### src/mission_status_consts.svh
// register offsets, status bit positions and timing figures for the mission status block
`ifndef MISSION_STATUS_CONSTS_SVH
`define MISSION_STATUS_CONSTS_SVH

// register page offsets
`define ADDR_COPY_LO 10'h200
`define ADDR_COPY_HI 10'h213
`define ADDR_STATUS 10'h214
`define ADDR_STAMP_MIN 10'h215
`define ADDR_STAMP_HOUR 10'h216
`define ADDR_STAMP_DATE 10'h217
`define ADDR_STAMP_MONTH 10'h218
`define ADDR_STAMP_YEAR 10'h219
`define ADDR_MCOUNT_LO 10'h21a
`define ADDR_MCOUNT_MID 10'h21b
`define ADDR_MCOUNT_HI 10'h21c
`define ADDR_LCOUNT_LO 10'h21d
`define ADDR_LCOUNT_MID 10'h21e
`define ADDR_LCOUNT_HI 10'h21f

// status byte bit positions
`define BIT_CONV_BUSY_N 7
`define BIT_MEMORY_WIPED 6
`define BIT_MISSION_RUNNING 5
`define BIT_SAMPLE_RUNNING 4
`define BIT_UNUSED 3
`define BIT_LOW_ALARM 2
`define BIT_HIGH_ALARM 1
`define BIT_TIMER_ALARM 0

// reset values
`define RESET_BYTE 8'h00
`define RESET_COUNT 24'h000000

// timing: figures in ms, clock rate in kHz
`define CLK_KHZ 20000
`define WAKE_MS 250
`define CONV_MAX_MS 875
`define WAKE_CYCLES (`WAKE_MS * `CLK_KHZ)
`define CONV_MAX_CYCLES (`CONV_MAX_MS * `CLK_KHZ)

`endif

### src/mission_status_pkg.sv
// types shared by the mission status block
package mission_status_pkg;
   typedef enum logic [1:0] {
      CONV_IDLE,
      CONV_WAKE,
      CONV_MISSION,
      CONV_COMMAND
   } conv_state_t;
endpackage
### src/mission_status_and_counters.sv
// mission status byte, mission time stamp, mission and lifetime sample counters
//
// Overview of operation
// RULE1: status byte lives at 214h; writing it does not always end a mission.
// RULE2: status bits 7..0: busy_n, wiped, mission, sample, zero, low, high, timer alarm.
// RULE3: host writes only clear mission and alarm bits; other status bits ignore writes.
// RULE4: busy_n drops before any conversion, rises after result latched.
// RULE5: memory_wiped reads 1 after Clear Memory zeroed stamp and mission count.
// RULE6: memory_wiped returns to 0 when a nonzero rate write starts a mission.
// RULE7: a mission cannot start unless memory was wiped first.
// RULE8: nonzero sample rate write with mission_enable_n low starts mission.
// RULE9: copy write attempt to 200h..213h ends an active mission.
// RULE10: writing 0 to mission bit ends mission; host cannot set it.
// RULE11: sample_running is 1 during mission conversion, rising 250ms before conversion.
// RULE12: mission conversion including wake-up lasts at most 875ms.
// RULE13: low alarm set when mission sample <= low threshold; host clears with 0.
// RULE14: high alarm set when mission sample >= high threshold; host clears with 0.
// RULE15: timer alarm set on every clock alarm; host clears with 0.
// RULE16: at mission start copy five clock bytes into the time stamp.
// RULE17: first sample after rate plus delay minutes, then every rate minutes.
// RULE18: stamp bytes hold BCD time fields with unused upper bits zero.
// RULE19: 24-bit mission sample count, zeroed by Clear Memory.
// RULE20: 24-bit lifetime sample count, never reset by the host.
// RULE21: host keeps mission_enable_n low to allow a mission start.
// RULE22: host sets wipe_enable then clears; device drops wipe_enable on next command.
// RULE23: each mission conversion increments mission and lifetime counts by one.
// RULE24: a hardware set beats a host clear in the same cycle.
`timescale 1ns/1ps
`default_nettype none
`include "mission_status_consts.svh"

module mission_status_and_counters #(
   parameter int unsigned WAKE_CYCLES = `WAKE_CYCLES,
   parameter int unsigned CONV_MAX_CYCLES = `CONV_MAX_CYCLES,
   parameter int unsigned TIMER_W = 25
) (
   // clock and reset
   input wire logic core_clk,
   input wire logic rst,
   // register page access from the memory command engine
   input wire logic [9:0] reg_addr,
   input wire logic reg_wr,
   input wire logic reg_rd,
   input wire logic [7:0] reg_wr_data,
   output logic [7:0] reg_rd_data,
   // memory command events
   input wire logic mem_cmd,
   input wire logic clear_memory_cmd,
   input wire logic copy_wr_attempt,
   input wire logic [9:0] copy_addr,
   input wire logic sample_rate_wr,
   output logic wipe_enable_clr,
   // settings held in neighbouring registers
   input wire logic mission_enable_n,
   input wire logic wipe_enable,
   input wire logic [7:0] sample_rate,
   input wire logic [15:0] start_delay,
   input wire logic [7:0] low_threshold,
   input wire logic [7:0] high_threshold,
   // real-time clock
   input wire logic minute_tick,
   input wire logic rtc_alarm,
   input wire logic [7:0] rtc_minutes,
   input wire logic [7:0] rtc_hours,
   input wire logic [7:0] rtc_date,
   input wire logic [7:0] rtc_month,
   input wire logic [7:0] rtc_year,
   // temperature core
   input wire logic conv_cmd,
   input wire logic conv_done,
   input wire logic [7:0] conv_result,
   output logic conv_start,
   // status bits
   output logic conv_busy_n,
   output logic memory_wiped,
   output logic mission_running,
   output logic sample_running,
   output logic low_alarm_flag,
   output logic high_alarm_flag,
   output logic timer_alarm_flag
);

   mission_status_pkg::conv_state_t state;
   logic [TIMER_W-1:0] conv_timer;
   logic [16:0] minute_left;
   logic [7:0] stamp_minutes, stamp_hours, stamp_date, stamp_month, stamp_year;
   logic [23:0] mission_count, lifetime_count;
   logic status_wr, start_ok, stop_req, mission_trigger, mission_done, any_done;
   logic timed_out;

   // true when addr falls inside [lo, hi]
   function automatic logic in_span(input logic [9:0] addr, input logic [9:0] lo,
                                    input logic [9:0] hi);
      in_span = (addr >= lo) && (addr <= hi);
   endfunction

   // event decode shared by the flag and counter processes
   assign status_wr = reg_wr && (reg_addr == `ADDR_STATUS); // RULE1
   assign start_ok = sample_rate_wr && (sample_rate != 8'h00) && !mission_enable_n
                     && memory_wiped && !mission_running; // RULE7 RULE8 RULE21
   assign stop_req = (copy_wr_attempt && in_span(copy_addr, `ADDR_COPY_LO, `ADDR_COPY_HI))
                     || (status_wr && !reg_wr_data[`BIT_MISSION_RUNNING]); // RULE9 RULE10
   assign timed_out = (conv_timer == TIMER_W'(CONV_MAX_CYCLES - 1));
   assign mission_done = (state == mission_status_pkg::CONV_MISSION) && conv_done;
   assign any_done = mission_done || ((state == mission_status_pkg::CONV_COMMAND) && conv_done);
   assign mission_trigger = mission_running && !stop_req && minute_tick
                            && (minute_left <= 17'h00001)
                            && (state == mission_status_pkg::CONV_IDLE);

   // mission running and memory wiped bits; a start wins over a stop in the same cycle
   always_ff @(posedge core_clk) begin
      if (rst) begin
         mission_running <= 1'b0;
         memory_wiped <= 1'b0;
      end else begin
         if (start_ok) begin
            mission_running <= 1'b1; // RULE8
            memory_wiped <= 1'b0; // RULE6
         end else begin
            if (stop_req) begin
               mission_running <= 1'b0; // RULE9 RULE10
            end
            if (clear_memory_cmd && wipe_enable && !mission_running) begin
               memory_wiped <= 1'b1; // RULE5
            end
         end
      end
   end

   // the device drops the wipe enable at every memory command
   always_ff @(posedge core_clk) begin
      if (rst) begin
         wipe_enable_clr <= 1'b0;
      end else begin
         wipe_enable_clr <= mem_cmd && wipe_enable; // RULE22
      end
   end

   // alarm flags: hardware set beats a host write of 0 in the same cycle
   always_ff @(posedge core_clk) begin
      if (rst) begin
         low_alarm_flag <= 1'b0;
         high_alarm_flag <= 1'b0;
         timer_alarm_flag <= 1'b0;
      end else begin
         if (mission_done && (conv_result <= low_threshold)) begin
            low_alarm_flag <= 1'b1; // RULE13 RULE24
         end else if (status_wr && !reg_wr_data[`BIT_LOW_ALARM]) begin
            low_alarm_flag <= 1'b0; // RULE3
         end
         if (mission_done && (conv_result >= high_threshold)) begin
            high_alarm_flag <= 1'b1; // RULE14 RULE24
         end else if (status_wr && !reg_wr_data[`BIT_HIGH_ALARM]) begin
            high_alarm_flag <= 1'b0; // RULE3
         end
         if (rtc_alarm) begin
            timer_alarm_flag <= 1'b1; // RULE15 RULE24
         end else if (status_wr && !reg_wr_data[`BIT_TIMER_ALARM]) begin
            timer_alarm_flag <= 1'b0; // RULE3
         end
      end
   end

   // minute countdown to the next mission sample, aligned to minute ticks
   always_ff @(posedge core_clk) begin
      if (rst) begin
         minute_left <= 17'h00000;
      end else if (start_ok) begin
         minute_left <= 17'(sample_rate) + 17'(start_delay); // RULE17
      end else if (mission_running && minute_tick) begin
         if (minute_left <= 17'h00001) begin
            minute_left <= 17'(sample_rate); // RULE17
         end else begin
            minute_left <= minute_left - 17'h00001;
         end
      end
   end

   // conversion sequencer: wake-up then conversion for a mission sample, conversion alone on command, bounded by the maximum time
   // a core that never answers would otherwise hold busy_n low forever
   always_ff @(posedge core_clk) begin
      if (rst) begin
         state <= mission_status_pkg::CONV_IDLE;
         conv_timer <= '0;
         conv_start <= 1'b0;
         conv_busy_n <= 1'b1;
         sample_running <= 1'b0;
      end else begin
         conv_start <= 1'b0;
         conv_timer <= conv_timer + TIMER_W'(1);
         case (state)
            mission_status_pkg::CONV_IDLE: begin
               conv_timer <= '0;
               if (mission_trigger) begin
                  state <= mission_status_pkg::CONV_WAKE;
                  sample_running <= 1'b1; // RULE11
               end else if (conv_cmd) begin
                  state <= mission_status_pkg::CONV_COMMAND;
                  conv_start <= 1'b1;
                  conv_busy_n <= 1'b0; // RULE4
               end
            end
            mission_status_pkg::CONV_WAKE: begin
               if (conv_timer == TIMER_W'(WAKE_CYCLES - 1)) begin
                  state <= mission_status_pkg::CONV_MISSION;
                  conv_start <= 1'b1; // RULE11
                  conv_busy_n <= 1'b0; // RULE4
               end
            end
            mission_status_pkg::CONV_MISSION, mission_status_pkg::CONV_COMMAND: begin
               if (conv_done || timed_out) begin
                  state <= mission_status_pkg::CONV_IDLE;
                  conv_busy_n <= 1'b1; // RULE4 RULE12
                  sample_running <= 1'b0; // RULE12
               end
            end
            default: begin
               state <= mission_status_pkg::CONV_IDLE;
               conv_busy_n <= 1'b1;
               sample_running <= 1'b0;
            end
         endcase
      end
   end

   // mission time stamp, taken from the clock at mission start, zeroed by a wipe
   always_ff @(posedge core_clk) begin
      if (rst) begin
         stamp_minutes <= `RESET_BYTE;
         stamp_hours <= `RESET_BYTE;
         stamp_date <= `RESET_BYTE;
         stamp_month <= `RESET_BYTE;
         stamp_year <= `RESET_BYTE;
      end else if (start_ok) begin
         stamp_minutes <= {1'b0, rtc_minutes[6:0]}; // RULE16 RULE18
         stamp_hours <= {1'b0, rtc_hours[6:0]}; // RULE16 RULE18
         stamp_date <= {2'b00, rtc_date[5:0]}; // RULE16 RULE18
         stamp_month <= {3'b000, rtc_month[4:0]}; // RULE16 RULE18
         stamp_year <= rtc_year; // RULE16
      end else if (clear_memory_cmd && wipe_enable && !mission_running) begin
         stamp_minutes <= `RESET_BYTE; // RULE5
         stamp_hours <= `RESET_BYTE;
         stamp_date <= `RESET_BYTE;
         stamp_month <= `RESET_BYTE;
         stamp_year <= `RESET_BYTE;
      end
   end

   // sample counters; the lifetime count sees every conversion and no host clear
   always_ff @(posedge core_clk) begin
      if (rst) begin
         mission_count <= `RESET_COUNT;
      end else if (clear_memory_cmd && wipe_enable && !mission_running) begin
         mission_count <= `RESET_COUNT; // RULE19
      end else if (mission_done) begin
         mission_count <= mission_count + 24'h000001; // RULE23
      end
   end

   always_ff @(posedge core_clk) begin
      if (rst) begin
         lifetime_count <= `RESET_COUNT;
      end else if (any_done) begin
         lifetime_count <= lifetime_count + 24'h000001; // RULE20 RULE23
      end
   end

   // read mux, registered; unmapped offsets read zero
   always_ff @(posedge core_clk) begin
      if (rst) begin
         reg_rd_data <= `RESET_BYTE;
      end else if (reg_rd) begin
         case (reg_addr)
            `ADDR_STATUS: reg_rd_data <= {conv_busy_n, memory_wiped, mission_running,
                                          sample_running, 1'b0, low_alarm_flag,
                                          high_alarm_flag, timer_alarm_flag}; // RULE2
            `ADDR_STAMP_MIN: reg_rd_data <= stamp_minutes;
            `ADDR_STAMP_HOUR: reg_rd_data <= stamp_hours;
            `ADDR_STAMP_DATE: reg_rd_data <= stamp_date;
            `ADDR_STAMP_MONTH: reg_rd_data <= stamp_month;
            `ADDR_STAMP_YEAR: reg_rd_data <= stamp_year;
            `ADDR_MCOUNT_LO: reg_rd_data <= mission_count[7:0]; // RULE19
            `ADDR_MCOUNT_MID: reg_rd_data <= mission_count[15:8];
            `ADDR_MCOUNT_HI: reg_rd_data <= mission_count[23:16];
            `ADDR_LCOUNT_LO: reg_rd_data <= lifetime_count[7:0]; // RULE20
            `ADDR_LCOUNT_MID: reg_rd_data <= lifetime_count[15:8];
            `ADDR_LCOUNT_HI: reg_rd_data <= lifetime_count[23:16];
            default: reg_rd_data <= `RESET_BYTE;
         endcase
      end
   end

   // checks on the status, sequencing and counting behaviour
   property p_status_unused_zero;
      @(posedge core_clk) disable iff (rst)
         (reg_rd && reg_addr == `ADDR_STATUS) |=> (reg_rd_data[3] == 1'b0)
            && (reg_rd_data[5] == $past(mission_running));
   endproperty
   a_status_unused_zero: assert property (p_status_unused_zero) // RULE2
      else $error("bad status read");

   property p_mission_rise_cause;
      @(posedge core_clk) disable iff (rst)
         $rose(mission_running) |-> $past(memory_wiped) && !memory_wiped;
   endproperty
   a_mission_rise_cause: assert property (p_mission_rise_cause) // RULE7
      else $error("bad mission start");

   property p_copy_ends;
      @(posedge core_clk) disable iff (rst)
         (copy_wr_attempt && copy_addr >= `ADDR_COPY_LO && copy_addr <= `ADDR_COPY_HI
          && !start_ok) |=> !mission_running;
   endproperty
   a_copy_ends: assert property (p_copy_ends) else $error("copy did not end mission"); // RULE9

   property p_busy_release;
      @(posedge core_clk) disable iff (rst)
         (conv_done && !conv_busy_n) |=> conv_busy_n;
   endproperty
   a_busy_release: assert property (p_busy_release) else $error("busy stuck low"); // RULE4

   property p_wake_lead;
      @(posedge core_clk) disable iff (rst)
         (conv_start && sample_running) |-> $past(sample_running, 2);
   endproperty
   a_wake_lead: assert property (p_wake_lead) else $error("no wake before conversion"); // RULE11

   property p_low_alarm;
      @(posedge core_clk) disable iff (rst)
         (mission_done && conv_result <= low_threshold) |=> low_alarm_flag;
   endproperty
   a_low_alarm: assert property (p_low_alarm) else $error("low alarm missed"); // RULE13

   property p_high_alarm;
      @(posedge core_clk) disable iff (rst)
         (mission_done && conv_result >= high_threshold) |=> high_alarm_flag;
   endproperty
   a_high_alarm: assert property (p_high_alarm) else $error("high alarm missed"); // RULE14

   property p_timer_alarm;
      @(posedge core_clk) disable iff (rst)
         rtc_alarm |=> timer_alarm_flag;
   endproperty
   a_timer_alarm: assert property (p_timer_alarm) else $error("timer alarm missed"); // RULE15

   property p_stamp_copy;
      @(posedge core_clk) disable iff (rst)
         start_ok |=> (stamp_year == $past(rtc_year))
            && (stamp_minutes[6:0] == $past(rtc_minutes[6:0]));
   endproperty
   a_stamp_copy: assert property (p_stamp_copy) else $error("stamp not copied"); // RULE16

   property p_count_step;
      @(posedge core_clk) disable iff (rst)
         (mission_done && !(clear_memory_cmd && wipe_enable && !mission_running))
            |=> (mission_count == $past(mission_count) + 24'h000001)
            && (lifetime_count == $past(lifetime_count) + 24'h000001);
   endproperty
   a_count_step: assert property (p_count_step) else $error("counter step wrong"); // RULE23

   // wake plus conversion never outlasts the bound, even if the core stays silent
   property p_conv_bounded;
      @(posedge core_clk) disable iff (rst)
         (sample_running || !conv_busy_n) |-> (conv_timer < TIMER_W'(CONV_MAX_CYCLES));
   endproperty
   a_conv_bounded: assert property (p_conv_bounded) // RULE12
      else $error("conversion overran");

   c_mission_start: cover property (@(posedge core_clk) disable iff (rst) $rose(mission_running));
   c_mission_conv: cover property (@(posedge core_clk) disable iff (rst) mission_done);
   c_command_conv: cover property (@(posedge core_clk) disable iff (rst)
      (state == mission_status_pkg::CONV_COMMAND) && conv_done);
   c_set_beats_clear: cover property (@(posedge core_clk) disable iff (rst)
      rtc_alarm && status_wr && !reg_wr_data[0]);

endmodule
`default_nettype wire

### config.mk
export PLATFORM = sky130hd
export DESIGN_NAME = mission_status_and_counters
export DESIGN_NICKNAME = d
export VERILOG_FILES = /design/src/mission_status_pkg.sv /design/src/mission_status_and_counters.sv
export VERILOG_INCLUDE_DIRS = /design/src
export SDC_FILE = /design/constraint.sdc
export NUM_CORES = 1
export LEC_CHECK = 0
export ABC_AREA = 1
export BUFFER_PORTS_ARGS = -buffer_cell sky130_fd_sc_hd__buf_2
export CAP_MARGIN = 30
export CORE_AREA = 2 2 132 134
export CTS_CLUSTER_SIZE = 25
export DETAILED_ROUTE_END_ITERATION = 16
export DIE_AREA = 0 0 134 136
export PLACE_DENSITY = 0.82
export SLEW_MARGIN = 20
export SYNTH_ARGS = -nofsm -noshare
export SYNTH_HDL_FRONTEND = slang
export SYNTH_SLANG_ARGS = --single-unit
### constraint.sdc
create_clock -name core_clk -period 2.4 [get_ports core_clk]
set_clock_uncertainty 0.15 [all_clocks]
set_input_delay 0.48 -clock core_clk [delete_from_list [all_inputs] [get_ports core_clk]]
set_output_delay 0.48 -clock core_clk [all_outputs]
set_load 0.005 [all_outputs]
======== Word level (Yosys, flattened, before mapping) ========
Cells that the tools add are included.
storage, ports and cells
  logic and storage cells ................. 140
  bits of input ports ..................... 130
  flip-flop bits (word level) ............. 142
  output and inout port bits .............. 17
cells by class
  reduce and logical (&&, ||, !) cells .... 49
  equality and inequality tests ........... 23
  $add $sub $neg .......................... 5
  magnitude comparators ................... 5
  mux-type cells .......................... 38
operator list
  kind                                                                               count
  10-bit == test, second input constant                                              12
  8-bit one-hot mux with 12 select lines                                             1
  17-bit 2-to-1 mux                                                                  3
  24-bit by 1-bit adder with 24-bit output, second input constant                    2
  25-bit by 1-bit adder with 25-bit output, second input constant                    1
  25-bit by 23-bit == test with 1-bit output, second input constant                  1
  25-bit == test, second input constant                                              1
  1-bit logical AND                                                                  23
  7-bit 2-to-1 mux                                                                   3
  8-bit by 16-bit adder with 17-bit output                                           1
  17-bit by 1-bit less-or-equal comparator with 1-bit output, second input constant  1
  1-bit 2-to-1 mux                                                                   17
  17-bit by 1-bit subtractor with 17-bit output, second input constant               1
  8-bit 2-to-1 mux                                                                   2
  2-bit nonzero test                                                                 7
  6-bit 2-to-1 mux                                                                   2
  10-bit >= comparator, second input constant                                        1
  10-bit less-or-equal comparator, second input constant                             1
  5-bit 2-to-1 mux                                                                   2
  2-bit != test, second input constant                                               5
  8-bit >= comparator                                                                1
  8-bit less-or-equal comparator                                                     1
  2-bit 2-to-1 mux                                                                   4
  8-bit nonzero test                                                                 1
  12 further kinds                                                                   26

======== Logic depth before layout (Yosys ltp) ========
  depth in word-level cells ............... 11
  depth in mapped cells ................... 14
  depth with buffers taken out ............ 14

======== Worst setup path after synthesis ========
No wires, ideal clock.
  kind .................................... input -> register
  start ................................... in sample_rate[0]
  end ..................................... reg minute_left[10]
  library setup time ...................... 0.109 ns
  data arrival time ....................... 2.011 ns
  cell stages on the path ................. 14
  setup slack ............................. 0.130 ns
  required time ........................... 2.141 ns
  buffers on the path ..................... 0
  cells stage by stage .................... ha_1 -> inv_1 -> fa_1 -> nand3b_1 -> nand2_1 -> inv_1 -> o21ai_0 -> nand2_1 -> nand2_1 -> nand2_1 -> nand3_1 -> nand3_1 -> nand2_1 -> inv_1
between the ends
  cells in the longest elaborated chain, start to end .. 6
RTL lines
  element                                                                                           RTL line                            RTL
  start: declaration                                                                                mission_status_and_counters.sv:56   input wire logic [7:0] sample_rate,
  parallel branches: the longest is 6 deep, another holds 8-bit by 16-bit adder with 17-bit output  --
  end signal: assignment                                                                            mission_status_and_counters.sv:169  minute_left <= 17'(sample_rate) + 17'(start_delay);
  end signal: assignment                                                                            mission_status_and_counters.sv:172  minute_left <= 17'(sample_rate);
  end signal: assignment                                                                            mission_status_and_counters.sv:174  minute_left <= minute_left - 17'h00001;
  end: declaration                                                                                  mission_status_and_counters.sv:85   logic [16:0] minute_left;
Several ways; the timed one is not identified.
A chain may end at the register's enable or synchronous reset.

======== Worst setup path after layout ========
  start ................................... reg minute_left[10]
  end ..................................... reg minute_left[8]
between the ends
  cells in the longest elaborated chain, start to end .. 4
RTL lines
  element                                                     RTL line                            RTL
  17-bit by 1-bit less-or-equal comparator with 1-bit output  mission_status_and_counters.sv:171  if (minute_left <= 17'h00001) begin
  17-bit 2-to-1 mux                                           mission_status_and_counters.sv:171
  17-bit 2-to-1 mux                                           mission_status_and_counters.sv:170  end else if (mission_running && minute_tick) begin
  17-bit 2-to-1 mux                                           mission_status_and_counters.sv:168  end else if (start_ok) begin
Every way passes these cells. The select of a mux whose other input is x is not followed.

==> impl_metrics.ini <==
[status]
status = completed

[clocking]
cts.htree.levels = 4
cts-resized-gates = 0
cts.sinks = 142
cts_tree = built
numCtsBuffers = 17
cts_max_path_buffers = 2
cts_hold_buf = 0
cts_root_buffer = clkbuf_16
path_clk_slew_ns = 0.06
clk_latency_ns = 0.43
post_cts_buffers = 0

[timing]
fin_crit_sh_pct = 87.3
fmax_ghz = 0.477
setup_tns_ns = 0
fin_ws_ns = 0.304
worstMarginPinSlew_ns = 0.699
max_slew_margin_pct = 52.9
holdWs_ns = 0.143
finalHoldViolations = 0
period_minus_slack_ns = 2.10
setup_viol = 0
drv_slew = 0
rsz0062_at_grt = no

[logic_synthesis]
synthFlopType = dfxtp_1
yosysUniqueCellTypes = 47
synth_cells = 1296
syn_area_um2 = 8570
synth_top_area_share_pct = 33.2
seq_area_frac_synth_pct = 33.2
yosysWarnings = 0
postSynth.asyncResetShare_pct = 0
synth_top_area_cell = dfxtp_1
syn_nets = 1456
ys_top_cells_by_area = dfxtp_1 33%, nand2_1 12%, a21oi_1 7.3%
synth_edf_count = 0
ys_ff_latch = 142
syn_area_per_cell_um2 = 6.62

[grt]
overflow = 0
grt_pass1_vias = 8269
grt_pass1_wl_um = 38100
antenna_found_initial = 2
grt_max_degree = 37
track_usage_pct = 26.0

[floorplanning]
die_h_um = 136
initial_core_util_pct = 50.8
die_w_um = 134
boundaryPins = 147
coreArea_um2 = 16900
die_area_um2 = 18200
num_rows = 48

[place]
place_hpwl_um = 18000
post-place-ws_ns = -0.0615
port_buffers = 133
gp_congestion = 1.02

[worst_hold_path]
hold_path_class = in2reg

[route]
ant_nets = 0
vias = 9113
wire_per_inst_um = 13.8
drtPass1Iterations = 5
drc_errors = 0
routed_via_density = 5.42
drt_iter0_markers = 857
finalWirelength_um = 23300

[layout]
syn2layout_area_growth_pct = 18.5
fin_nets = 1602
final_common_cell = nand2_1
layout-drive-gt1-share_pct = 16.2
nFillCells = 1545
layout_common_cells = 271 x nand2_1, 156 x inv_1, 142 x dfxtp_1, 138 x nor2_1, 133 x buf_2

[worst_setup_path]
end_kind = flip-flop
crit_chain = nor2_1 -> nand2_1 -> nor2_1 -> nand3_1 -> nand2_1 -> inv_2 -> nand2_4 -> inv_1 -> a21oi_1 -> a21o_1 -> inv_1
crit_fanout = 12
crit_arrival_ns = 2.28
crit_required_ns = 2.58
worst_path_max_delay_cell = dfxtp_1
worstSetupPathType = reg2reg
crit_path_max_incr_delay_ns = 0.33
r2r_slack_ns = 0.30
setup.worst_path.start_class = flip-flop

[job]
maxCapViolCount = 0

[power]
ir_worst_vdd_v = 0.000511
power.density_nw_per_um2 = 595
power_leakage_nw = 4.16
-- per-layer routing --
layer | GRT usage (%) | routed length [µm] | vias up
li1 | - | - | 4597
met1 | 32.3 | 10200 | 4144
met4 | 10.9 | 693 | 0
met5 | 0 | 0 | -
met2 | 44.2 | 11000 | 322
met3 | 4.81 | 1470 | 50
-- flip-flops by register name, summed over array words and instances, names as in the netlist, 2 cells and up --
register / flops
conv_timer: 25
lifetime_count: 24
minute_left: 17
mission_count: 24
reg_rd_data: 8
stamp_date: 6
stamp_hours: 7
stamp_minutes: 7
stamp_month: 5
stamp_year: 8
state: 2
-- worst max-delay path: cells and delay by family (launching register included) --
kind                   cells  cell delay, ns
buffers and inverters      3            0.29
DFF                        1            0.33
AOI/OAI and AO/OA          2            0.25
and+or+nand+nor            6            0.97
-- power breakdown --
group          internal [mW]  switching (mW)  total (mW)
clock network           1.42            1.04        2.47
registers               2.44          0.0764        2.52
logic                  0.402           0.664        1.07
total                   4.27            1.78        6.05
-- kinds of logic after synthesis --
kind of cell | count (synthesis) | share of synthesized area, %
compound gates | 254 | 15.6
flops | 142 | 33.2
xor+xnor | 36 | 3.68
fa+ha+maj | 30 | 4.47
simple gates | 636 | 34.1
buf+inv | 198 | 8.93
-- cell usage after synthesis (2+ instances only) --
cell type and count:
o21bai_1 2, nor4_1 7, nand3_2 2, dfxtp_1 142, o21ai_1 2, inv_2 4
or2_2 3, nand3_1 95, nor4_2 2, nand2_2 4, nor2_4 5, ha_1 29
nand4_2 2, clkinv_1 2, nand2_1 271, a21oi_1 125, or2_0 2, a21o_1 4
o21ai_0 93, xor2_1 20, clkbuf_1 22, o211ai_1 5, nor3_1 32, nor3b_1 6
buf_2 9, nor3_2 6, inv_1 156, buf_1 3, nor2_1 139, nand3b_1 4
nand4_1 40, nor2_2 8, and3_1 3, a31oi_1 9, nor3_4 3, xnor2_1 16
nand2_4 2, o22ai_1 8
-- metrics by stage --
stage	instance area [µm²]	instances	utilization, %	power [mW]
finish	10200	1682	60.2	6.05
global placement	9600	1648	56.9	3.59
floorplan	8570	1296	-	3.28
global route	10200	1680	60.2	6.34
detailed placement	9600	1648	56.9	3.62
CTS	10200	1680	60.2	6.06
-- path summary, 6_finish.rpt --
| path | startpoint | to | cells after the start |
|---|---|---|---|
| worst max-delay path | minute_left[10]$_SDFFE_PP0P_ | minute_left[8]$_SDFFE_PP0P_ | 11 |
| worst min-delay path | rtc_alarm | timer_alarm_flag$_SDFFE_PP0P_ | 3 |
| worst max register to register | minute_left[10]$_SDFFE_PP0P_ | minute_left[8]$_SDFFE_PP0P_ | 11 |
| worst min register to register | conv_timer[0]$_SDFF_PP0_ | conv_timer[0]$_SDFF_PP0_ | 1 |
-- area by class of cell --
cell class              count  area, µm²  share of cell area, %
diodes                      2       5.00                 0.0493
clock buffers              19        433                   4.26
clock inverters            13        119                   1.17
inverters                 162        608                   5.99
multi-input cells         956       4970                   48.9
flip-flops and latches    142       2840                   28.0
well taps                 225        282                   2.77
repair buffers            163        903                   8.89
Note: power is estimated with default switching activity, not from simulation.
